===== config.mk =====
export PLATFORM = sky130hd
export DESIGN_NAME = sscc_top
export DESIGN_NICKNAME = d
export VERILOG_FILES = /design/src/design/sscc_pkg.sv /design/src/design/sscc_decode.sv /design/src/design/sscc_top.sv
export SDC_FILE = /design/constraint.sdc
export NUM_CORES = 1
export LEC_CHECK = 0
export BUFFER_PORTS_ARGS = -buffer_cell sky130_fd_sc_hd__buf_2
export CAP_MARGIN = 5
export CORE_UTILIZATION = 46
export CTS_CLUSTER_DIAMETER = 30
export CTS_CLUSTER_SIZE = 12
export DETAILED_ROUTE_END_ITERATION = 10
export PLACE_DENSITY = 0.82
export SLEW_MARGIN = 20
export SYNTH_ARGS = -nofsm -noshare
export SYNTH_HDL_FRONTEND = slang
export SYNTH_SLANG_ARGS = --single-unit

===== constraint.sdc =====
create_clock -name core_clk_i -period 1.8 [get_ports core_clk_i]
set_input_delay 0.27 -clock core_clk_i [delete_from_list [all_inputs] [get_ports core_clk_i]]
set_output_delay 0.27 -clock core_clk_i [all_outputs]
set_load 0.03 [all_outputs]

===== src/design/sscc_pkg.sv =====
/*
 * Constants for the stereo sound chip configuration block: register
 * offset, field positions, location codes and page addresses.
 * Assumes a 16-bit host address bus and an 8-bit host data bus.
 */
package sscc_pkg;

    localparam logic [15:0] CFG_ADDR        = 16'hD0F4;
    localparam logic [7:0]  CFG_RESET       = 8'h00;

    localparam int          FILT_SECOND_BIT = 7;
    localparam int          FILT_FIRST_BIT  = 6;
    localparam int          PHYS_LSB        = 3;
    localparam int          EMU_LSB         = 0;

    // Physical second chip location codes
    localparam logic [2:0]  PHYS_SINGLE     = 3'h0;
    localparam logic [2:0]  PHYS_D420       = 3'h1;
    localparam logic [2:0]  PHYS_D500       = 3'h4;
    localparam logic [2:0]  PHYS_D700       = 3'h5;
    localparam logic [2:0]  PHYS_DE00       = 3'h6;
    localparam logic [2:0]  PHYS_DF00       = 3'h7;

    // Emulated stereo decode codes
    localparam logic [2:0]  EMU_SINGLE      = 3'h0;
    localparam logic [2:0]  EMU_A5          = 3'h1;
    localparam logic [2:0]  EMU_A8          = 3'h4;
    localparam logic [2:0]  EMU_A8_ALT      = 3'h5;
    localparam logic [2:0]  EMU_IOLOW       = 3'h6;
    localparam logic [2:0]  EMU_IOHIGH      = 3'h7;

    localparam logic [15:0] BASE_FIRST      = 16'hD400;
    localparam logic [15:0] BASE_D420       = 16'hD420;
    localparam logic [15:0] BASE_D500       = 16'hD500;
    localparam logic [15:0] BASE_D700       = 16'hD700;
    localparam logic [15:0] BASE_DE00       = 16'hDE00;
    localparam logic [15:0] BASE_DF00       = 16'hDF00;
    localparam logic [7:0]  PAGE_D4         = 8'hD4;
    localparam logic [7:0]  PAGE_D5         = 8'hD5;
    localparam logic [7:0]  PAGE_D7         = 8'hD7;
    localparam logic [7:0]  PAGE_DE         = 8'hDE;
    localparam logic [7:0]  PAGE_DF         = 8'hDF;
    localparam logic [15:0] CHIP_MASK       = 16'h001F;

    localparam logic [1:0]  TGT_NONE        = 2'h0;
    localparam logic [1:0]  TGT_FIRST       = 2'h1;
    localparam logic [1:0]  TGT_SECOND      = 2'h2;

endpackage


===== src/design/sscc_decode.sv =====
/*
 * Combinational decode of one host access against the configuration:
 * which emulated chip (if any) it hits, and where the physical copy is.
 * Assumes address and config are stable in the cycle they are read.
 */
`timescale 1ns/1ps
`default_nettype none

module sscc_decode (
    input  wire logic [15:0] addr_i,
    input  wire logic [2:0]  emu_code_i,
    input  wire logic [2:0]  phys_code_i,
    input  wire logic        cart_low_i,
    input  wire logic        cart_high_i,
    output logic      [1:0]  target_o,
    output logic             stereo_o,
    output logic             phys_two_o,
    output logic      [15:0] phys_base_o
);

    logic [7:0] page;
    assign page = addr_i[15:8];

    always_comb begin
        stereo_o = 1'b1;
        target_o = sscc_pkg::TGT_NONE;
        // First chip decodes across its page unless the stereo decode claims the copy
        if (page == sscc_pkg::PAGE_D4) begin
            target_o = sscc_pkg::TGT_FIRST;
        end
        case (emu_code_i)
            sscc_pkg::EMU_A5: begin
                if (page == sscc_pkg::PAGE_D4 && addr_i[5]) begin
                    target_o = sscc_pkg::TGT_SECOND;
                end
            end
            sscc_pkg::EMU_A8, sscc_pkg::EMU_A8_ALT: begin
                if ((page == sscc_pkg::PAGE_D5) || (page == sscc_pkg::PAGE_D7)) begin
                    target_o = sscc_pkg::TGT_SECOND;
                end
            end
            sscc_pkg::EMU_IOLOW: begin
                if (page == sscc_pkg::PAGE_DE && !cart_low_i) begin
                    target_o = sscc_pkg::TGT_SECOND;
                end
            end
            sscc_pkg::EMU_IOHIGH: begin
                if (page == sscc_pkg::PAGE_DF && !cart_high_i) begin
                    target_o = sscc_pkg::TGT_SECOND;
                end
            end
            default: begin
                stereo_o = 1'b0;
            end
        endcase
    end

    always_comb begin
        phys_two_o  = 1'b1;
        case (phys_code_i)
            sscc_pkg::PHYS_D420: phys_base_o = sscc_pkg::BASE_D420;
            sscc_pkg::PHYS_D500: phys_base_o = sscc_pkg::BASE_D500;
            sscc_pkg::PHYS_D700: phys_base_o = sscc_pkg::BASE_D700;
            sscc_pkg::PHYS_DE00: phys_base_o = sscc_pkg::BASE_DE00;
            sscc_pkg::PHYS_DF00: phys_base_o = sscc_pkg::BASE_DF00;
            default: begin
                phys_two_o  = 1'b0;
                phys_base_o = sscc_pkg::BASE_FIRST;
            end
        endcase
    end

endmodule // sscc_decode

`default_nettype wire


===== src/design/sscc_top.sv =====
/*
 * Stereo sound chip configuration: holds the configuration register,
 * decodes host writes to the emulated chips, and forwards them to the
 * physical chips in the host with address translation.
 * Assumes host bus signals are synchronous to core_clk_i; a write is a
 * one-cycle host_wr_i strobe with address and data valid in that cycle.
 */
`timescale 1ns/1ps
`default_nettype none

// What this block does
// - Second emulated chip may sit at D420, D500, D700, DE00 or DF00.
// - Stereo with one physical chip: forward left writes only, withhold right ones.
// - Two physical chips: left writes go to first, right writes to second.
// - Physical second-chip address used only for driving it, translated from emulated.
// - Active cartridge emulation on DE00/DF00 page wins over second chip.
// - Each emulated chip has its own exponential or linear filter curve.
// - Bit 7 selects second chip filter, bit 6 first; 0 exponential, 1 linear.
// - Bits 5..3 give physical second chip location; other codes reserved.
// - Bits 2..0 select stereo decode: A5 copies in D4 page, A8 for D5/D7.
// - Code 110 decodes second chip on low I/O page, 111 on high page.
// - Single-chip emulation plays the one chip on both outputs as mono.
// - In stereo, first chip decodes at D400 and feeds left; second feeds right.
module sscc_top (
    input  wire logic        core_clk_i,
    input  wire logic        rst_i,
    input  wire logic [15:0] host_addr_i,
    input  wire logic [7:0]  host_wdata_i,
    input  wire logic        host_wr_i,
    input  wire logic        host_rd_i,
    input  wire logic        io_page_select_low_i,
    input  wire logic        io_page_select_high_i,
    output logic      [7:0]  host_rdata_o,
    output logic             host_rvalid_o,
    output logic             filt_linear_first_o,
    output logic             filt_linear_second_o,
    output logic             mono_o,
    output logic             emu_wr_first_o,
    output logic             emu_wr_second_o,
    output logic      [4:0]  emu_reg_o,
    output logic      [7:0]  emu_data_o,
    output logic             phys_wr_o,
    output logic      [15:0] phys_addr_o,
    output logic      [7:0]  phys_data_o
);

    ////////////////////////////////////////////////////////////////////////////
    // Configuration register

    logic [7:0]  cfg;
    logic        cfg_hit;

    assign cfg_hit = (host_addr_i == sscc_pkg::CFG_ADDR);

    always_ff @(posedge core_clk_i or posedge rst_i) begin
        if (rst_i) begin
            cfg <= sscc_pkg::CFG_RESET;
        end else if (host_wr_i && cfg_hit) begin
            cfg <= host_wdata_i;
        end
    end

    always_ff @(posedge core_clk_i or posedge rst_i) begin
        if (rst_i) begin
            host_rdata_o  <= 8'h00;
            host_rvalid_o <= 1'b0;
        end else begin
            host_rvalid_o <= host_rd_i && cfg_hit;
            host_rdata_o  <= (host_rd_i && cfg_hit) ? cfg : 8'h00;
        end
    end

    ////////////////////////////////////////////////////////////////////////////
    // Filter selection per emulated chip

    always_ff @(posedge core_clk_i or posedge rst_i) begin
        if (rst_i) begin
            filt_linear_first_o  <= 1'b0;
            filt_linear_second_o <= 1'b0;
        end else begin
            filt_linear_first_o  <= cfg[sscc_pkg::FILT_FIRST_BIT];
            filt_linear_second_o <= cfg[sscc_pkg::FILT_SECOND_BIT];
        end
    end

    ////////////////////////////////////////////////////////////////////////////
    // Address decode

    logic [1:0]  target;
    logic        stereo;
    logic        phys_two;
    logic [15:0] phys_base;

    sscc_decode u_decode (
        .addr_i      (host_addr_i),
        .emu_code_i  (cfg[sscc_pkg::EMU_LSB +: 3]),
        .phys_code_i (cfg[sscc_pkg::PHYS_LSB +: 3]),
        .cart_low_i  (io_page_select_low_i),
        .cart_high_i (io_page_select_high_i),
        .target_o    (target),
        .stereo_o    (stereo),
        .phys_two_o  (phys_two),
        .phys_base_o (phys_base)
    );

    always_ff @(posedge core_clk_i or posedge rst_i) begin
        if (rst_i) begin
            mono_o <= 1'b1;
        end else begin
            mono_o <= !stereo;
        end
    end

    ////////////////////////////////////////////////////////////////////////////
    // Emulated chip write strobes

    logic wr_first;
    logic wr_second;

    assign wr_first  = host_wr_i && (target == sscc_pkg::TGT_FIRST);
    assign wr_second = host_wr_i && (target == sscc_pkg::TGT_SECOND);

    always_ff @(posedge core_clk_i or posedge rst_i) begin
        if (rst_i) begin
            emu_wr_first_o  <= 1'b0;
            emu_wr_second_o <= 1'b0;
            emu_reg_o       <= 5'h00;
            emu_data_o      <= 8'h00;
        end else begin
            emu_wr_first_o  <= wr_first;
            emu_wr_second_o <= wr_second;
            if (wr_first || wr_second) begin
                emu_reg_o  <= host_addr_i[4:0];
                emu_data_o <= host_wdata_i;
            end
        end
    end

    ////////////////////////////////////////////////////////////////////////////
    // Physical chip forwarding

    logic        fwd;
    logic [15:0] fwd_addr;

    always_comb begin
        fwd      = 1'b0;
        fwd_addr = sscc_pkg::BASE_FIRST | (host_addr_i & sscc_pkg::CHIP_MASK);
        if (wr_first) begin
            fwd = 1'b1;
        end else if (wr_second && phys_two) begin
            fwd      = 1'b1;
            fwd_addr = phys_base | (host_addr_i & sscc_pkg::CHIP_MASK);
        end
    end

    always_ff @(posedge core_clk_i or posedge rst_i) begin
        if (rst_i) begin
            phys_wr_o   <= 1'b0;
            phys_addr_o <= 16'h0000;
            phys_data_o <= 8'h00;
        end else begin
            phys_wr_o <= fwd;
            if (fwd) begin
                phys_addr_o <= fwd_addr;
                phys_data_o <= host_wdata_i;
            end
        end
    end

endmodule // sscc_top

`default_nettype wire


* After elaboration in Yosys (flattened, before gate mapping)
Cells that the tools add are included.
Operators by class: mux-type cells 14, bitwise gates (word level) 1, equal/unequal tests 18, reductions and logical operators 16
Operator list (count):
- case mux 12 bit (5 select lines) | 1
- == test 8 bit (second input constant) | 5
- two-way mux 16 bit | 2
- == test 3 bit (second input constant) | 8
- == test 16 bit (second input constant) | 1
- OR 16 x 5 -> 16 bit | 1
- OR reduction 5 bit | 2
- logical AND 1 bit | 8
- two-way mux 2 bit | 4
- two-way mux 8 bit | 1
- case mux 2 bit (4 select lines) | 1
- == test 3 x 1 -> 1 bit (second input constant) | 2
- two-way mux 1 bit | 5
- logical NOT 1 bit | 3
- == test 2 x 1 -> 1 bit (second input constant) | 1
- == test 2 bit (second input constant) | 1
- logical OR 1 bit | 2
- OR reduction 2 bit | 1
Word-level totals: bits of input ports 30, register bits after elaboration 60, output and inout bits 52

* Longest topological paths before layout
depth in word-level cells 9, gate-level depth with buffers 7, mapped depth without buffers 5

* By module
Synthesis repeated with hierarchy kept, for this count alone.
Unflattened totals: cell total of the unflattened synthesis 202, area, all modules 2616.3 sq um
By module, submodules not included:
- sscc_top | area an instance 2369.8 sq um, sequential area each 1502.7 sq um, instances 1, cells an instance 165
- sscc_decode | area an instance 246.5 sq um, sequential area each 0.0 sq um, instances 1, cells an instance 37

* Worst setup path after synthesis
Ideal clock, no wire load.
path kind register -> register, start point register cfg[0], end point register emu_data_o[0], buffers on the path 1, stages on the path, launching flop included 6, path slack 47 ps, data arrival time 1625 ps, data required time 1672 ps, period minus slack after synthesis 1753 ps, library setup time 128 ps, cells stage by stage dfrtp_1 or3_1 a21oi_2 o31ai_2 buf_2 mux2_1
On the way: cells in the longest elaborated chain, start to end 6, elaborated cells between the ends (all ways) 12
Ends and longest elaborated chain:
- from (decl) | RTL line sscc_top.sv:50 | logic [7:0] cfg;
- from (signal assigned) | RTL line sscc_top.sv:57 | cfg <= sscc_pkg::CFG_RESET;
- from (signal assigned) | RTL line sscc_top.sv:59 | cfg <= host_wdata_i;
- == test 3 bit | RTL line sscc_decode.sv:31 | case (emu_code_i)
- OR reduction 2 bit | RTL line sscc_decode.sv:31
- case mux 2 bit (4 select lines) * | RTL line sscc_decode.sv:31
- == test 2 x 1 -> 1 bit or == test 2 bit (tied branches) | RTL line sscc_top.sv:120, sscc_top.sv:121
- logical AND 1 bit (on tied branches) | RTL line sscc_top.sv:120, sscc_top.sv:121
- logical OR 1 bit * | RTL line sscc_top.sv:132 | if (wr_first || wr_second) begin
- to (signal assigned) | RTL line sscc_top.sv:134 | emu_data_o <= host_wdata_i;
- to (decl) | RTL line sscc_top.sv:41 | output logic [7:0] emu_data_o,
Every way passes the cells marked *; elsewhere a longest branch is shown, timed or not. A chain may end at the register's enable or synchronous reset.

* Final worst setup path
start point register cfg[0], end point register phys_addr_o[1]
On the way: cells in the longest elaborated chain, start to end 8, elaborated cells between the ends (all ways) 16
Ends and longest elaborated chain:
- == test 3 bit | RTL line sscc_decode.sv:31
- OR reduction 2 bit | RTL line sscc_decode.sv:31
- case mux 2 bit (4 select lines) * | RTL line sscc_decode.sv:31
- == test 2 bit | RTL line sscc_top.sv:121 | assign wr_second = host_wr_i && (target == sscc_pkg::TGT_SECOND);
- logical AND 1 bit | RTL line sscc_top.sv:121
- logical AND 1 bit | RTL line sscc_top.sv:150 | end else if (wr_second && phys_two) begin
- two-way mux 16 bit or two-way mux 1 bit (tied branches) | RTL line sscc_top.sv:150
- two-way mux 16 bit or two-way mux 1 bit (tied branches) | RTL line sscc_top.sv:148 | if (wr_first) begin
- to (signal assigned) | RTL line sscc_top.sv:164 | phys_addr_o <= fwd_addr;
- to (decl) | RTL line sscc_top.sv:43 | output logic [15:0] phys_addr_o,
Marks and branches as above.

==> metrics.md <==
| Metric | Value |
|---|---|
| Gpl congestion | 0.809 |
| Final hold violations | 0 |
| Synth Area in XOR/XNOR | 0.00343 |
| Synth area leader | dfrtp_1 |
| Worst relative slew slack | 0.604 |
| Total GRT Usage | 0.201 |
| Fin util | 0.613 |
| # setup viols final | 0 |
| Die area | just under 0.006 mm^2 |
| DRT met1 WL | 2620 um |
| Critical Path RT | 1.98 ns |
| Most common cell after layout, fill and taps aside | buf_2 |
| DP HPWL | 4170 um |
| Post-route ant nets | 0 |
| CTS sink cnt | 54 |
| Met2 wire len | between 2000 and 3000 um |
| Gr ovfl total | 0 |
| Placed Area | about 0.0030 mm^2 |
| H-Tree Depth | 2 |
| Largest family of logic cells by synthesized area | compound AO/OA/AOI/OAI gates |
| Area share of fa/ha/maj cells after synthesis | 0 |
| Tmin final | 1.77 ns |
| Seq/Total Area, Yosys | 0.529 |
| Mapped Avg Cell Area | roughly 12 um^2 |
| Commonest cells after routing, fill and taps aside | buf_2, dfrtp_1, nand2_1 |
| # placed instances | 356 |
| Final std cells w/o fill | 367 |
| Die Y | 76.5 um |
| Finished Cell Area | 0.00321 mm^2 |
| Final count of pins violating max slew | 0 |
| VDD IR-drop max | 0.000441 V |
| Routed wire length | 5880 um |
| Highest metal used | met4 |
| Synthesis Warnings | 0 |
| Synth Area in Simple Gates | 0.106 |
| Max FO, Critical Path | 7 |
| Reg clk slew, reported paths | ~0.090 ns |
| Port Buffers | around 80 |
| Via count | 2,064 |
| CP Capture Type | register |
| Final period util | 0.981 |
| Top cell type's share of synthesized area | 0.519 |
| WHS | 0.0226 ns |
| Area Growth Syn to Fin | 25.7% |
| Post-DR wirelength/cell | 16.0 um |
| Netlist cell types | 42 |
| Core ar. | ~0.0052 mm^2 |
| Min-Delay Path Class | in -> async |
| Asr flop ratio synth | 1.00 |
| Starting density of the core | 0.488 |
| Residual DRC | 0 |
| Die width | 76.5 um |
| Worst EP arrival | 1.95 ns |
| Ranking of synthesized cells by area | dfrtp_1, mux2_1, o2111ai_1 |
| Mux cell area share after synthesis | 0.0926 |
| Synth Instances | ~210 |
| EDFF count, synth | 0 |
| Ports | 82 |
| #FFs+latches synth | 54 |
| Startpoint types | register |
| First-pass GRT wire length | around 9000 um |
| Skew-Pair Late Insertion Delay | 0.30 ns |
| Vias in the first global route | 1,810 |
| Leakage | 1.72 nW |
| Synth Flop Type | dfrtp_1 |
| Tightest Pin Transition | about 0.59 ns |
| Final Skew | around 0.0065 ns |
| CTS tree | yes |
| Post-synthesis compound-gate area fraction | 0.198 |
| Antenna cells | 0 |
| Rows | 26 |
| Status | finished clean |
| Share of cells above drive strength 1 | 0.431 |
| Hold_buf cts | 0 |
| Clk buf depth | 2 |
| Drt via density | 5.62 |
| DRT Pass-1 Iters | 4 |
| Clock root cell | clkbuf_8 |
| Initial antenna violation count | 0 |
| Metal3 WL | 323 um |
| Initial DRC count | 144 |
| Largest net degree at the start of global routing | 29 |
| Critical Setup Path Class | reg -> reg |
| Post-Syn Area | 0.00255 mm^2 |
| Fmax | 566 MHz |
| CTS buffer count | 5 |
| PwrDens | 646 mW/mm^2 |
| Max-cap check violation count | 0 |
| Total Nets Final | 327 |
[cell usage after synthesis, drive strengths merged, types with 2 or more instances]
master and instances:
inv 5, nand3b 2, a22oi 13, a211oi 2
o2111ai 13, nand4 2, nor4 2, nor2 6
o211ai 16, clkbuf 9, nor4bb 2, a21oi 2
nand2 18, o211a 5, o21a 2, mux2 21
or3 2, buf 14, or2 2, and2 8
dfrtp 53
[metal layers]
metal / vias up / track usage
met3: 7 / 0.0347
li1: 963 / -
met5: - / 0
met1: 1009 / 0.290
met2: 85 / 0.306
met4: 0 / 0.0654
[through the flow]
stage	total power [mW]	TNS, ns	setup WS [ns]
3_5_place_dp	1.47	-0.588	-0.0612
5_1_grt	2.15	-0.679	-0.0732
4_1_cts	2.08	0	0.000387
6_report	2.07	0	0.0335
3_3_place_gp	1.47	-0.298	-0.0296
2_1_floorplan	1.39	0	0.0472
[layout make-up]
type	instances	area (um^2)
inverter	6	35.0
multi-input combinational	133	1050
tap	70	87.6
sequential	54	1350
fill	433	2030
clock buffer	7	76.3
timing repair buffer	97	608
[repair_timing]
action	CTS	global route
resized for setup	0	5
setup endpoints to repair	0	17
buffers inserted	0	3
[state kept, by name (all words and copies together) (netlist names), 5 cells and up]
signal        count
cfg               8
phys_addr_o      10
emu_reg_o         5
emu_data_o        8
host_rdata_o      8
phys_data_o       8
[where the power goes]
group	total [mW]	internal, mW	switching (mW)
Sequential	1.24	1.23	0.0102
Combinational	0.204	0.0661	0.138
Clock	0.627	0.269	0.358
[worst paths after layout]
check,startpoint,endpoint,slack (ns),cells after the start
worst max-delay path,cfg[0],phys_addr_o[1],0.03,6
worst min-delay path,rst_i,cfg[1],0.02,2
worst max register to register,cfg[0],phys_addr_o[1],0.03,6
worst min register to register,cfg[6],filt_linear_first_o,0.39,0
max in group asynchronous,rst_i,phys_data_o[6],1.25,3
min in group core_clk_i,host_addr_i[3],emu_reg_o[3],0.23,2
[critical path: stages (launching register included)]
cell and delay [ns]:
dfrtp_1 0.40, buf_6 0.13, nor4bb_2 0.17, or4_4 0.59, clkbuf_16 0.21, nand2_1 0.08, o211ai_2 0.07
[cell families (layout without fill, tap and decap cells)]
kind of cell	after synthesis	count (layout)
AO/OA/AOI/OAI	58	58
flip-flops	54	54
AND/OR/NAND/NOR	50	50
buffers and inverters	29	110
multiplexers	21	21
other	1	3
XOR/XNOR	1	1
Power figures use the tool's default switching activity.
